`config.mk`:
```
export PLATFORM = sky130hd
export DESIGN_NAME = cfg_header
export DESIGN_NICKNAME = d
export VERILOG_FILES = /design/src/rtl/cfg_header.v
export VERILOG_INCLUDE_DIRS = /design/src /design/src/rtl
export SDC_FILE = /design/constraint.sdc
export NUM_CORES = 1
export LEC_CHECK = 0
export BUFFER_PORTS_ARGS = -buffer_cell sky130_fd_sc_hd__buf_4
export CAP_MARGIN = 20
export CELL_PAD_IN_SITES_DETAIL_PLACEMENT = 0
export CELL_PAD_IN_SITES_GLOBAL_PLACEMENT = 1
export CORE_MARGIN = 1.5
export CORE_UTILIZATION = 40
export DETAILED_ROUTE_END_ITERATION = 16
export PLACE_DENSITY = 0.79
export SYNTH_ARGS = -nofsm -noshare
export SYNTH_HDL_FRONTEND = slang
export SYNTH_SLANG_ARGS = --single-unit
```
`constraint.sdc`:
```
create_clock -name clk_in -period 4 [get_ports clk_in]
set_clock_uncertainty 0.2 [all_clocks]
set_input_delay 0.4 -clock clk_in [delete_from_list [all_inputs] [get_ports clk_in]]
set_output_delay 0.4 -clock clk_in [all_outputs]
set_load 0.1 [all_outputs]
```
`src/rtl/cfg_header_map.vh`:
```
// Offsets, field positions, reset values and identity codes for the bridge configuration header.
`ifndef CFG_HEADER_MAP_VH
`define CFG_HEADER_MAP_VH
`define CFG_OFF_ID 6'h00
`define CFG_OFF_CMD 6'h01
`define CFG_OFF_STICKY 6'h02
`define CFG_OFF_W1C 6'h03
`define CFG_OFF_MIXED 6'h04
`define VENDOR_CODE 16'h1a2b
`define DEVICE_CODE 16'h3c4d
`define CMD_IO_BIT 0
`define CMD_MEM_BIT 1
`define CMD_MASTER_BIT 2
`define CMD_RESET 3'h0
`define MIXED_RESET 16'h0000
`endif

```
`src/rtl/cfg_header.v`:
```
// Configuration header register bank with access types and command-bit transaction gating.
`default_nettype none
`include "cfg_header_map.vh"
// Behaviour
// A write-one-to-clear bit is cleared where a write carries 1 and kept where it carries 0.
// Mixed-port bits ignore primary-side writes and accept secondary-side writes, readable from both.
// Sticky read-only, read/write and write-one-to-clear bits keep their value across ordinary resets.
// Bits 15:0 of word 00h return a fixed vendor code and ignore writes.
// Bits 31:16 of word 00h return a fixed device code and ignore writes.
// Command bit 0 gates response to primary I/O transactions and resets to 0.
// Command bit 1 gates acceptance of primary memory reads and resets to 0.
// With command bit 2 clear the bridge neither masters on primary nor answers memory or I/O on secondary.
// With command bit 2 set the bridge masters on primary for traffic forwarded from secondary.
// In reverse mode with a PCI-X primary, split completions may be initiated regardless of bit 2.
// Writes to read-only fields complete normally and change nothing.
module cfg_header (
    // Clock, enable and resets
    input wire clk_in,
    input wire ce_in,
    input wire arst_n_in,
    input wire sticky_arst_n_in,
    // Configuration access port
    input wire cfg_req_in,
    input wire cfg_wr_in,
    input wire cfg_from_secondary_in,
    input wire [5:0] cfg_index_in,
    input wire [3:0] cfg_be_in,
    input wire [31:0] cfg_wdata_in,
    output wire cfg_ack_out,
    output reg [31:0] cfg_rdata_out,
    // Hardware status inputs
    input wire [15:0] w1c_set_in,
    input wire [15:0] sticky_ro_in,
    // Transaction gating
    input wire pri_io_req_in,
    input wire pri_mem_rd_req_in,
    input wire sec_memio_req_in,
    input wire fwd_master_req_in,
    input wire split_cpl_req_in,
    input wire reverse_pcix_in,
    output wire pri_io_accept_out,
    output wire pri_mem_rd_accept_out,
    output wire sec_memio_accept_out,
    output wire pri_master_go_out,
    output wire split_cpl_go_out,
    // Mixed-port control bits
    output wire [15:0] mixed_bits_out
);
    reg rst_meta_reg;
    reg rst_sync_reg;
    reg srst_meta_reg;
    reg srst_sync_reg;
    wire rst_n = rst_sync_reg;
    wire srst_n = srst_sync_reg;

    reg [2:0] cmd_reg;
    reg [2:0] cmd_next;
    reg [15:0] mixed_reg;
    reg [15:0] mixed_next;
    reg [15:0] sticky_rw_reg;
    reg [15:0] sticky_rw_next;
    reg [15:0] sticky_w1c_reg;
    reg [15:0] sticky_w1c_next;
    reg [15:0] w1c_reg;
    reg [15:0] w1c_next;
    reg [15:0] sticky_ro_reg;
    reg [15:0] sticky_ro_next;
    reg [31:0] rdata_next;

    wire access_taken = ce_in & cfg_req_in;
    wire wr_en = access_taken & cfg_wr_in;
    wire rd_en = access_taken & ~cfg_wr_in;

    function [15:0] lane_mask;
        input [1:0] be;
        begin
            lane_mask = {{8{be[1]}}, {8{be[0]}}};
        end
    endfunction

    function index_hit;
        input [5:0] index;
        input [5:0] target;
        begin
            index_hit = (index == target);
        end
    endfunction

    function [15:0] lane_merge;
        input [15:0] old_value;
        input [15:0] new_value;
        input [15:0] mask;
        begin
            lane_merge = (old_value & ~mask) | (new_value & mask);
        end
    endfunction

    // A hardware set in the same cycle as a clear wins, so no event is lost in a cycle with ce_in high.
    function [15:0] w1c_merge;
        input [15:0] old_value;
        input [15:0] clear_bits;
        input [15:0] mask;
        input [15:0] set_bits;
        begin
            w1c_merge = (old_value & ~(clear_bits & mask)) | set_bits;
        end
    endfunction

    wire [15:0] lo_mask = lane_mask(cfg_be_in[1:0]);
    wire [15:0] hi_mask = lane_mask(cfg_be_in[3:2]);

    wire hit_id = index_hit(cfg_index_in, `CFG_OFF_ID);
    wire hit_cmd = index_hit(cfg_index_in, `CFG_OFF_CMD);
    wire hit_sticky = index_hit(cfg_index_in, `CFG_OFF_STICKY);
    wire hit_w1c = index_hit(cfg_index_in, `CFG_OFF_W1C);
    wire hit_mixed = index_hit(cfg_index_in, `CFG_OFF_MIXED);

    wire io_enable = cmd_reg[`CMD_IO_BIT];
    wire mem_enable = cmd_reg[`CMD_MEM_BIT];
    wire master_enable = cmd_reg[`CMD_MASTER_BIT];

    always @(posedge clk_in or negedge arst_n_in) begin
        if (!arst_n_in) begin
            rst_meta_reg <= 1'b0;
            rst_sync_reg <= 1'b0;
        end else begin
            rst_meta_reg <= 1'b1;
            rst_sync_reg <= rst_meta_reg;
        end
    end

    // Sticky bits sit on their own power-on reset so ordinary resets leave them alone.
    always @(posedge clk_in or negedge sticky_arst_n_in) begin
        if (!sticky_arst_n_in) begin
            srst_meta_reg <= 1'b0;
            srst_sync_reg <= 1'b0;
        end else begin
            srst_meta_reg <= 1'b1;
            srst_sync_reg <= srst_meta_reg;
        end
    end

    // Command bits take a write only when the low byte lane is enabled.
    always @* begin
        cmd_next = cmd_reg;
        if (wr_en && hit_cmd && cfg_be_in[0]) begin
            cmd_next = cfg_wdata_in[2:0];
        end
    end

    // A primary-side write to the mixed-port word is acknowledged but dropped.
    always @* begin
        mixed_next = mixed_reg;
        if (wr_en && hit_mixed && cfg_from_secondary_in) begin
            mixed_next = lane_merge(mixed_reg, cfg_wdata_in[15:0], lo_mask);
        end
    end

    always @* begin
        w1c_next = w1c_reg | w1c_set_in;
        if (wr_en && hit_w1c) begin
            w1c_next = w1c_merge(w1c_reg, cfg_wdata_in[15:0], lo_mask, w1c_set_in);
        end
    end

    always @* begin
        sticky_rw_next = sticky_rw_reg;
        if (wr_en && hit_sticky) begin
            sticky_rw_next = lane_merge(sticky_rw_reg, cfg_wdata_in[15:0], lo_mask);
        end
    end

    always @* begin
        sticky_w1c_next = sticky_w1c_reg | w1c_set_in;
        if (wr_en && hit_sticky) begin
            sticky_w1c_next = w1c_merge(sticky_w1c_reg, cfg_wdata_in[31:16], hi_mask, w1c_set_in);
        end
    end

    always @* begin
        sticky_ro_next = sticky_ro_in;
    end

    // The identifier word has no storage at all, so writes there fall through untouched.
    always @* begin
        case (cfg_index_in)
            `CFG_OFF_ID: rdata_next = {`DEVICE_CODE, `VENDOR_CODE};
            `CFG_OFF_CMD: rdata_next = {29'h00000000, cmd_reg};
            `CFG_OFF_STICKY: rdata_next = {sticky_w1c_reg, sticky_rw_reg};
            `CFG_OFF_W1C: rdata_next = {sticky_ro_reg, w1c_reg};
            `CFG_OFF_MIXED: rdata_next = {16'h0000, mixed_reg};
            default: rdata_next = 32'h00000000;
        endcase
    end

    always @(posedge clk_in or negedge rst_n) begin
        if (!rst_n) begin
            cmd_reg <= `CMD_RESET;
        end else if (ce_in) begin
            cmd_reg <= cmd_next;
        end
    end

    always @(posedge clk_in or negedge rst_n) begin
        if (!rst_n) begin
            mixed_reg <= `MIXED_RESET;
        end else if (ce_in) begin
            mixed_reg <= mixed_next;
        end
    end

    always @(posedge clk_in or negedge rst_n) begin
        if (!rst_n) begin
            w1c_reg <= 16'h0000;
        end else if (ce_in) begin
            w1c_reg <= w1c_next;
        end
    end

    // The sticky words hang on the power-on reset only.
    always @(posedge clk_in or negedge srst_n) begin
        if (!srst_n) begin
            sticky_rw_reg <= 16'h0000;
        end else if (ce_in) begin
            sticky_rw_reg <= sticky_rw_next;
        end
    end

    always @(posedge clk_in or negedge srst_n) begin
        if (!srst_n) begin
            sticky_w1c_reg <= 16'h0000;
        end else if (ce_in) begin
            sticky_w1c_reg <= sticky_w1c_next;
        end
    end

    always @(posedge clk_in or negedge srst_n) begin
        if (!srst_n) begin
            sticky_ro_reg <= 16'h0000;
        end else if (ce_in) begin
            sticky_ro_reg <= sticky_ro_next;
        end
    end

    // Read data holds between reads so a slow host can pick it up late.
    always @(posedge clk_in or negedge rst_n) begin
        if (!rst_n) begin
            cfg_rdata_out <= 32'h00000000;
        end else if (rd_en) begin
            cfg_rdata_out <= rdata_next;
        end
    end

    // Every access, read-only targets included, is answered in the same cycle.
    assign cfg_ack_out = access_taken;

    assign pri_io_accept_out = pri_io_req_in & io_enable;
    assign pri_mem_rd_accept_out = pri_mem_rd_req_in & mem_enable;
    assign sec_memio_accept_out = sec_memio_req_in & master_enable;
    assign pri_master_go_out = fwd_master_req_in & master_enable;

    // Split completions bypass the master gate only when reverse mode has a PCI-X primary.
    assign split_cpl_go_out = split_cpl_req_in & (reverse_pcix_in | master_enable);

    assign mixed_bits_out = mixed_reg;
endmodule
`default_nettype wire

```
# Word-level counts from Yosys, hierarchy flattened
# Cells that the tools add are included.
# classes
n_bitwise	25
reduce_logical	10
muxes	3
eq_ne	4
# op_table
operator	n
$pmux 32 s5	1
$and 16x16->16	6
$or 16x16->16	6
$not 16->16	3
$mux 16	2
$eq 6x2->1 const B	2
$and 1x1->1	8
$eq 6x1->1 const B	1
$eq 6x3->1 const B	1
$logic_and 1x1->1	6
$logic_not 6->1	1
$reduce_and 2->1	3
$not 1->1	1
$or 1x1->1	1
# totals
in_bits	87
out_inout_bits	54
regBits	119

# Longest topological paths before layout
# Gate-level depths: netlist (run 1).
# depth
ltp_word	5
ltp_mapped	7

# Least setup slack after synthesis (run 1)
# Ideal clock, no wire load.
# synth_timing
path_kind	in2reg
startpoint	input port ce_in
endpoint	register cfg_rdata_out[16]
arrival_ns	2.139
setup_time_ns	0.083
required_ns	3.717
cell_stages	6
slack_ns	1.579
path_cell_list	clkbuf_1 > and2_1 > nor2b_1 > nand3_1 > clkbuf_1 > o21ai_0
# synth_via
elab_chain_cells	2
# synth_lines
element	line	text
start, declared	cfg_header.v:19	input wire ce_in,
$and 1x1->1	cfg_header.v:70	wire access_taken = ce_in & cfg_req_in;
net cfg_ack_out	cfg_header.v:29	output wire cfg_ack_out,
$and 1x1->1	cfg_header.v:72	wire rd_en = access_taken & ~cfg_wr_in;
end signal, assigned	cfg_header.v:250	cfg_rdata_out <= rdata_next;
end, declared	cfg_header.v:30	output reg [31:0] cfg_rdata_out,
# The timed path passes the listed nets, and every way through them passes these cells.
# A chain may end at the register's enable or synchronous reset.

# Worst setup path after layout (run 1)
# layout_timing
startpoint	input port cfg_index_in[5]
endpoint	register w1c_reg[2]
# layout_via
elab_chain_cells	3
# layout_lines
element	line	text
start, declared	cfg_header.v:26	input wire [5:0] cfg_index_in,
$eq 6x2->1	cfg_header.v:85	index_hit = (index == target);
$logic_and 1x1->1	cfg_header.v:161	if (wr_en && hit_w1c) begin
$mux 16	cfg_header.v:161	
end signal, assigned	cfg_header.v:216	w1c_reg <= w1c_next;
end, declared	cfg_header.v:64	reg [15:0] w1c_reg;
# Every way passes these cells.

==> flow_metrics.tcl, run 1 <==
set metrics [dict create \
    fillerInstances 1136 \
    max_stage_delay_ns 0.74 \
    cp_max_fo 8 \
    finalHoldViolations 0 \
    die_area_sq_um 13600 \
    finalCritPeriodShare_pct 56.2 \
    yosys_warnings 0 \
    grt_pass1_vias 4100 \
    status "finished clean" \
    ioPinCount 141 \
    r2r-start "rst_n" \
    holdWs_ns 0.0258 \
    post_drt_wl_per_cell_microns 19.0 \
    area_growth_pct 36.8 \
    worst-path-buf-inv 1 \
    min_to "sticky_ro_reg[13]" \
    dp_hpwl_mm 10.1 \
    sw_frac_of_total_pct 22.6 \
    cts_tree "done" \
    worstHoldPathCells 2 \
    grt_max_degree 49 \
    num_rows 41 \
    setup_viol 0 \
    drive_above_1_share_pct 40.4 \
    ys_ff_latch 119 \
    seq_area_sq_um 2980 \
    intPower_uw 2410 \
    multi_input_comb_area_sq_um 2070 \
    stdcell_area_sq_um 7060 \
    drc 0 \
    maxCapViolCount 0 \
    dp_slack_ns 1.37 \
    syn_inst 431 \
    cts_root_buffer "clkbuf_16" \
    clk_pin_slew_worst_paths_ns 0.05 \
    synth.distinct_cells 30 \
    endpoint_kind "register" \
    layout_setup_ws_ns 1.75 \
    worst_path_dominant_cell_family "simple AND/OR/NAND/NOR gates" \
    final_cell_mix "147 x buf_4, 117 x dfrtp_1, 65 x nand2_1" \
    synth_area_per_cell_sq_um 12.0 \
    rrSetupSlack_ns 2.50 \
    antenna_found_initial 0 \
    worstSetupStartpointType "primary input" \
    die_w_microns 117 \
    core_area_sq_um 12600 \
    peakVddDrop_mv 0.206 \
    grt_usage_pct 22.9 \
    cts-htree-levels 4 \
    place_inst 728 \
    power_leakage_uw 0.00332 \
    first_pass_iters 4 \
    cts_hold_buf 2 \
    start_util_pct 40.9 \
    ant_nets 0 \
    worstPathCellList "buf_4 -> or4_1 -> nor3_2 -> nand2_1 -> a22o_1" \
    seqPwrFrac_pct 40.4 \
    relSlewSlack_pct 30.2 \
    p_sw_uw 704 \
    grt_pass1_wl_mm 22.8 \
    postCtsSetupBuffers 0 \
    worstHoldStart "sticky_ro_in[13]" \
    crit_slowest_cell "or4_1" \
    place_area_sq_um 6390 \
    arrival_ns 2.33 \
    cts.sinks 119 \
    clkPwrFrac_pct 51.0 \
    vias 4040 \
    required_ns 4.09 \
    grt_overflow_total 0 \
    portBuffers 140 \
    diodes 0 \
    drtIter0Drc 223 \
    tightest_slew_ns 1.04 \
    reg2regPathDepth 1 \
    final.setup.tns_ns 0 \
    clk_path_buf_depth 2 \
    syn_area_sq_um 5160 \
    post_cts_resized 0 \
    drt_wl_total_mm 14.5 \
    min_period_ns 2.25 \
    worstSkewPairLatency_ns 0.40 \
    final_cell_count_no_fill 764 \
    fmax_mhz 445 \
    p_per_area_nw_per_um2 441 \
    crit_type "primary input to register" \
    via_per_inst 5.29 \
    hold_class "primary input to register" \
    cts_buffers 17 \
    final_max_slew_viol_count 0 \
    rsz0062_at_grt "false" \
    yosysSeqAreaShare_pct 57.7 \
    gp_congestion 0.879 \
    power_frac_comb_pct 8.6 \
    die_h_microns 117 \
    layout.nets 666 \
    final_common_cell "buf_4" \
]
[Yosys cell counts]
cell type,number,area share (%)
dfrtp_1,119,58
a22o_1,41,7.0
o21ai_0,33,3.2
clkbuf_1,18,1.3
or4_1,1,0.15
mux2_2,50,11
nand2b_1,9,1.1
mux2_1,2,0.44
nor2_2,2,0.24
nor2_8,2,0.78
nor4_4,3,1.2
a2bb2oi_1,2,0.34
buf_2,4,0.39
o21a_1,1,0.15
nand2_1,65,4.7
nand3_1,3,0.29
inv_1,8,0.58
conb_1,1,0.073
nand3b_1,1,0.15
and2_1,5,0.61
o22ai_1,7,0.85
or3_4,1,0.22
nor2_1,2,0.15
mux2i_1,10,1.9
nor3_1,2,0.19
buf_1,1,0.073
nand4_1,4,0.48
nor3_2,2,0.39
nor2b_1,10,1.2
a22oi_1,22,3.2
[area by class of cell]
type	count	share of cell area, %
clock buffers	22	6.58
clock inverters	10	2.13
inverters	8	0.425
multi-input cells	282	29.3
flip-flops and latches	119	42.2
well taps	172	3.05
repair buffers	151	16.3
[metal layers]
metal,up-vias,share of wire (%),global-route usage [%]
li1,1852,-,-
met1,2018,43,30.9
met2,157,47,36.4
met3,13,8.7,5.71
met4,0,1.4,7.71
met5,-,0,0
[worst max-delay path by stage]
stage                          from                end  slack [ns]  depth (start not counted)
floorplan                     ce_in  cfg_rdata_out[16]        1.58                          6
global placement    cfg_index_in[5]  cfg_rdata_out[22]        1.39                          6
detailed placement            ce_in  cfg_rdata_out[29]        1.37                          5
CTS                 cfg_index_in[5]  cfg_rdata_out[29]        1.78                          6
global route                  ce_in   cfg_rdata_out[4]        1.59                          5
finish              cfg_index_in[5]         w1c_reg[2]        1.75                          5
[logic make-up (layout without fill, tap and decap cells)]
group	after synthesis	after routing	synth area share, %
flip-flops	119	119	57.7
multiplexers	62	62	13.3
other	1	2	0.0727
AND/OR/NAND/NOR	112	112	11.9
AO/OA/AOI/OAI	106	106	14.7
buffers and inverters	31	191	2.35
[power groups by stage]
stage	sequential, uW	clock, uW	combinational, uW
6_report	1260	1590	268
5_1_grt	1260	1670	285
4_1_cts	1270	1610	256
3_5_place_dp	1290	0	254
3_3_place_gp	1290	0	251
2_1_floorplan	1320	0	90.4
[stage by stage]
| step | total power, uW | util, % |
|---|---|---|
| finish | 3120 | 55.9 |
| global route | 3220 | 55.9 |
| CTS | 3140 | 55.7 |
| detailed placement | 1540 | 50.7 |
| global placement | 1540 | 50.7 |
| floorplan | 1410 | - |
No activity file was read; power rests on OpenSTA's default activity.
==> inputs of run 2 (changes only) <==
==> constraint.sdc (replaced) <==
create_clock -name clk_in -period 2.15 [get_ports clk_in]
set_clock_uncertainty 0.2 [all_clocks]
set_input_delay 0.215 -clock clk_in [delete_from_list [all_inputs] [get_ports clk_in]]
set_output_delay 0.215 -clock clk_in [all_outputs]
set_load 0.1 [all_outputs]
==> run 2 against run 1 <==
  * Count of clock-buffer cells in the layout grew 5
  * Critical path type unchanged
  * Global-route usage rose by 1.4 points
  * Cell area grew 10%
  * Sequential share of layout area decreased by 4.0 points
  * Largest cell class unchanged
  * Sequential power grew 86%
  * Critical endpoint is now cmd_reg[0]
  * First-iteration DRC count increased by 21%
  * Register-to-register slack got worse by 1.6 ns
  * Routed wire length up 7.9%
  * Worst hold slack better by 0.016 ns
  * Total power is 74% higher
==> flow_metrics.tcl, run 2 (synthesized netlist as in run 1, its figures left out) <==
set metrics [dict create \
    dp_hpwl_mm 10.7 \
    postCtsSetupBuffers 0 \
    ioPinCount 141 \
    portBuffers 140 \
    die_h_microns 117 \
    worstSkewPairLatency_ns 0.41 \
    cpMostUsedCell "buf_4" \
    fmax_mhz 484 \
    drive_above_1_share_pct 37.8 \
    clk_path_buf_depth 2 \
    core_area_sq_um 12600 \
    worst_path_dominant_cell_family "buffers and inverters" \
    num_rows 41 \
    clk_pin_slew_worst_paths_ns 0.05 \
    peakVddDrop_mv 0.361 \
    start_util_pct 40.9 \
    cp_max_fo 14 \
    finalCritPeriodShare_pct 96.1 \
    dp_slack_ns -0.0648 \
    status "finished clean" \
    ant_nets 0 \
    first_pass_iters 4 \
    drt_wl_total_mm 15.7 \
    cts_tree "done" \
    worst-path-buf-inv 3 \
    fillerInstances 1022 \
    cts-htree-levels 4 \
    antenna_found_initial 0 \
    arrival_ns 2.15 \
    final_max_slew_viol_count 0 \
    multi_input_comb_area_sq_um 2070 \
    final_util_pct 61.8 \
    power_leakage_uw 0.00366 \
    relSlewSlack_pct 64.8 \
    cts.sinks 119 \
    required_ns 2.24 \
    gp_congestion 0.843 \
    worstSetupStartpointType "primary input" \
    min_period_ns 2.07 \
    die_w_microns 117 \
    final_cell_mix "168 x buf_4, 117 x dfrtp_1, 69 x dlygate4sd3_1" \
    diodes 0 \
    layout_setup_ws_ns 0.0838 \
    grt_overflow_total 0 \
    worstPathCellList "dlygate4sd3_1 -> buf_4 -> nand4_1 -> nor3_1 -> buf_4 -> mux2_2" \
    grt_pass1_wl_mm 24.6 \
    crit_slowest_cell "dlygate4sd3_1" \
    post_drt_wl_per_cell_microns 18.4 \
    finalHoldViolations 0 \
    seq_area_sq_um 2980 \
    grt_max_degree 68 \
    grt_usage_pct 24.4 \
    die_area_sq_um 13600 \
    setup_viol 0 \
    max_stage_delay_ns 0.55 \
    final_common_cell "buf_4" \
    via_per_inst 5.23 \
    vias 4447 \
    grt_pass1_vias 4734 \
    post_cts_resized 0 \
    p_per_area_nw_per_um2 695 \
    rsz0062_at_grt "false" \
    drtIter0Drc 270 \
    endpoint_kind "register" \
    hold_class "register to asynchronous set/reset pin" \
    cts_root_buffer "clkbuf_16" \
    layout.nets 754 \
    area_growth_pct 51.1 \
    tightest_slew_ns 0.528 \
    cts_buffers 17 \
    crit_type "primary input to register" \
    maxCapViolCount 0 \
    drc 0 \
]
run 2: changes by cell type in the layout (fill, tap and decap cells not counted):
| cell | delta |
|---|---|
| dlygate4sd3_1 | +66 |
| buf_4 | +21 |
| buf_12 | +1 |
| and2_2 | +1 |
| and2_1 | -1 |
| clkbuf_1 | +4 |
| bufinv_16 | -4 |
| clkbuf_8 | +1 |
| clkinv_2 | -2 |
run 2: final timing paths:
path                                       from                    endpoint  slack (ns)  depth (start not counted)
worst max-delay path                      ce_in                  cmd_reg[0]        0.08                          6
worst min-delay path                     srst_n  asynchronous set/reset pin        0.04                          0
worst max register to register         register            cfg_rdata_out[0]        0.92                          3
worst min register to register           srst_n  asynchronous set/reset pin        0.04                          0
max in group asynchronous             arst_n_in                       rst_n        1.16                          3
min in group clk_in             cfg_index_in[1]           cfg_rdata_out[29]        0.09                          4
run 2: metrics by stage:
| step | hold slack (ns) | setup TNS [ns] | std cells | total power [uW] | cell area, sq um |
|---|---|---|---|---|---|
| finish | 0.0420 | 0 | 851 | 5420 | 7800 |
| CTS | 0.0597 | 0 | 851 | 5460 | 7800 |
| global route | 0.0749 | 0 | 851 | 5620 | 7800 |
| detailed placement | -0.201 | -0.768 | 751 | 2890 | 6590 |
| floorplan | -0.281 | 0 | 432 | 2630 | 5170 |
| global placement | -0.202 | -0.357 | 751 | 2880 | 6590 |
run 2: where the power goes:
group          total, uW  switching, uW  internal (uW)
clock network       2460            909           1550
registers           2340           39.0           2300
logic                623            328            295
total               5420           1280           4140
run 2: routing by layer:
layer  track usage [%]  vias up  part of all wire, %
li1                  -     2022                    -
met1              30.7     2237                   43
met2              40.9      158                   50
met3              5.29       30                  4.8
met4              10.1        0                  2.1
met5                 0        -                    0
run 2: area by class of cell:
class / instances / area share, %
Sequential cell: 119 / 38.2
Clock buffer: 27 / 6.32
Clock inverter: 4 / 0.257
Multi-Input combinational cell: 282 / 26.5
Inverter: 8 / 0.385
Timing Repair Buffer: 239 / 25.5
Tap cell: 172 / 2.76
run 2: worst register-to-register path, cell delays in order (launching register included):
cell and delay (ns):
dfrtp_1 0.38, mux2_2 0.26, a22oi_1 0.18, o21ai_0 0.09
run 2: what timing repair did:
action	in CTS	in global routing
endpoints found under the hold margin	87	0
setup endpoints to repair	0	1
hold buffers	69	0
==> inputs of run 3 (changes only) <==
==> constraint.sdc (replaced) <==
create_clock -name clk_in -period 2.15 [get_ports clk_in]
set_clock_uncertainty 0.2 [all_clocks]
set_input_delay 0.215 -clock clk_in [delete_from_list [all_inputs] [get_ports clk_in]]
set_output_delay 0.215 -clock clk_in [all_outputs]
set_load 0.01 [all_outputs]
==> run 3 against run 2 <==
  * Worst setup slack improved by 0.044 ns
  * First-iteration DRC count increased by 10%
  * Worst hold slack better by 0.029 ns
  * Largest cell class unchanged
  * Critical path type unchanged
  * Sequential share of layout area down 0.23 points
  * Total power up 3.3%
  * Cell area grew 0.61%
  * Global-route usage decreased by 0.44 points
  * Register-to-register slack hardly changed
  * Maximum frequency rose by 2.2%
  * Highest routed layer unchanged
  * Sequential power about the same
==> flow_metrics.tcl, run 3 (synthesized netlist as in run 1, its figures left out) <==
set metrics [dict create \
    vias 4376 \
    crit_type "primary input to register" \
    die_area_sq_um 13600 \
    clk_path_buf_depth 2 \
    cts_tree "done" \
    grt_pass1_wl_mm 24.0 \
    layout.nets 754 \
    clk_pin_slew_worst_paths_ns 0.05 \
    hold_class "register to asynchronous set/reset pin" \
    final_cell_mix "169 x buf_4, 117 x dfrtp_1, 69 x dlygate4sd3_1" \
    antenna_found_initial 0 \
    ant_nets 0 \
    cts_root_buffer "clkbuf_16" \
    first_pass_iters 5 \
    peakVddDrop_mv 0.671 \
    postCtsSetupBuffers 0 \
    post_drt_wl_per_cell_microns 18.0 \
    place_area_sq_um 6580 \
    drt_wl_total_mm 15.3 \
    post_cts_resized 0 \
    finalPower_uw 5600 \
    holdWs_ns 0.0714 \
    grt_max_degree 68 \
    cts.sinks 119 \
    layout_setup_ws_ns 0.128 \
    area_growth_pct 52.0 \
    status "finished clean" \
    grt_pass1_vias 4600 \
    rsz0062_at_grt "false" \
    fmax_mhz 495 \
    cts-htree-levels 4 \
    endpoint_kind "register" \
    cp_max_fo 12 \
    drtIter0Drc 297 \
    via_per_inst 5.14 \
    die_w_microns 117 \
    arrival_ns 2.12 \
    drive_above_1_share_pct 38.4 \
    setup_viol 0 \
    min_period_ns 2.02 \
    p_per_area_nw_per_um2 714 \
    start_util_pct 40.9 \
    core_area_sq_um 12600 \
    gp_congestion 0.841 \
    num_rows 41 \
    tightest_slew_ns 0.607 \
    portBuffers 140 \
    grt_overflow_total 0 \
    die_h_microns 117 \
    stdcell_area_sq_um 7850 \
    ioPinCount 141 \
    rrSetupSlack_ns 0.91 \
    place_inst 751 \
    power_leakage_uw 0.00368 \
    drc 0 \
    worstSkewPairLatency_ns 0.41 \
    final_cell_count_no_fill 851 \
    dp_slack_ns -0.0682 \
    worstSetupStartpointType "primary input" \
    maxCapViolCount 0 \
    grt_usage_pct 23.9 \
    relSlewSlack_pct 59.5 \
    finalHoldViolations 0 \
    dp_hpwl_mm 10.5 \
    diodes 0 \
    cts_buffers 17 \
    final_common_cell "buf_4" \
    required_ns 2.25 \
    final_max_slew_viol_count 0 \
    finalCritPeriodShare_pct 94.1 \
]
==> run 3: cell count changes in the layout (fill, tap and decap cells not counted) <==
cell,delta
clkbuf_1,-5
clkinv_2,+1
clkinvlp_4,+2
buf_4,+1
and2_1,+1
buf_12,-1
and2_2,-1
bufinv_16,+2
==> run 3: layout make-up <==
class	count	area, sq um
flip-flops and latches	119	2980
clock inverters	9	100
inverters	8	30.0
clock buffers	22	474
well taps	172	215
multi-input cells	282	2070
repair buffers	239	1980
fillers	1047	4770
==> run 3: layer usage <==
| metal | global-route usage [%] | wire [microns] | vias up |
|---|---|---|---|
| met5 | 0 | 0 | - |
| met3 | 5.71 | 977 | 36 |
| met1 | 30.4 | 6470 | 2154 |
| li1 | - | - | 2028 |
| met4 | 10.4 | 408 | 0 |
| met2 | 39.2 | 7490 | 158 |
==> run 3: through the flow <==
step | utilization, % | setup TNS, ns
6_report | 62.2 | 0
3_3_place_gp | 52.1 | -0.358
4_1_cts | 62.2 | 0
5_1_grt | 62.2 | 0
2_1_floorplan | - | 0
3_5_place_dp | 52.1 | -0.785
==> run 3: path summary, 6_finish.rpt <==
check / startpoint / end / cells past startpoint
min: rst_n / asynchronous set/reset pin / 1
min reg2reg: rst_n / asynchronous set/reset pin / 1
max in group asynchronous: srst_n / sticky_w1c_reg[8] / 1
max: ce_in / cmd_reg[0] / 6
min in group clk_in: cfg_index_in[1] / cfg_rdata_out[11] / 4
max reg2reg: register / cfg_rdata_out[8] / 3
==> run 3: worst max-delay path, stage by stage <==
cell	delay, ns
dlygate4sd3_1	0.56
buf_4	0.20
nand4_1	0.38
nor3_1	0.27
buf_4	0.16
mux2_2	0.33
==> run 3: power by group <==
| part | total [uW] | internal [uW] | switching [uW] |
|---|---|---|---|
| Combinational | 525 | 292 | 233 |
| Sequential | 2340 | 2300 | 40.6 |
| Clock | 2730 | 1780 | 958 |
| Total | 5600 | 4370 | 1230 |
==> run 3: timing repair <==
item | CTS | global route
endpoints found under the hold margin | 87 | 0
endpoints found under the setup margin | 0 | 0
hold buffers | 69 | 0
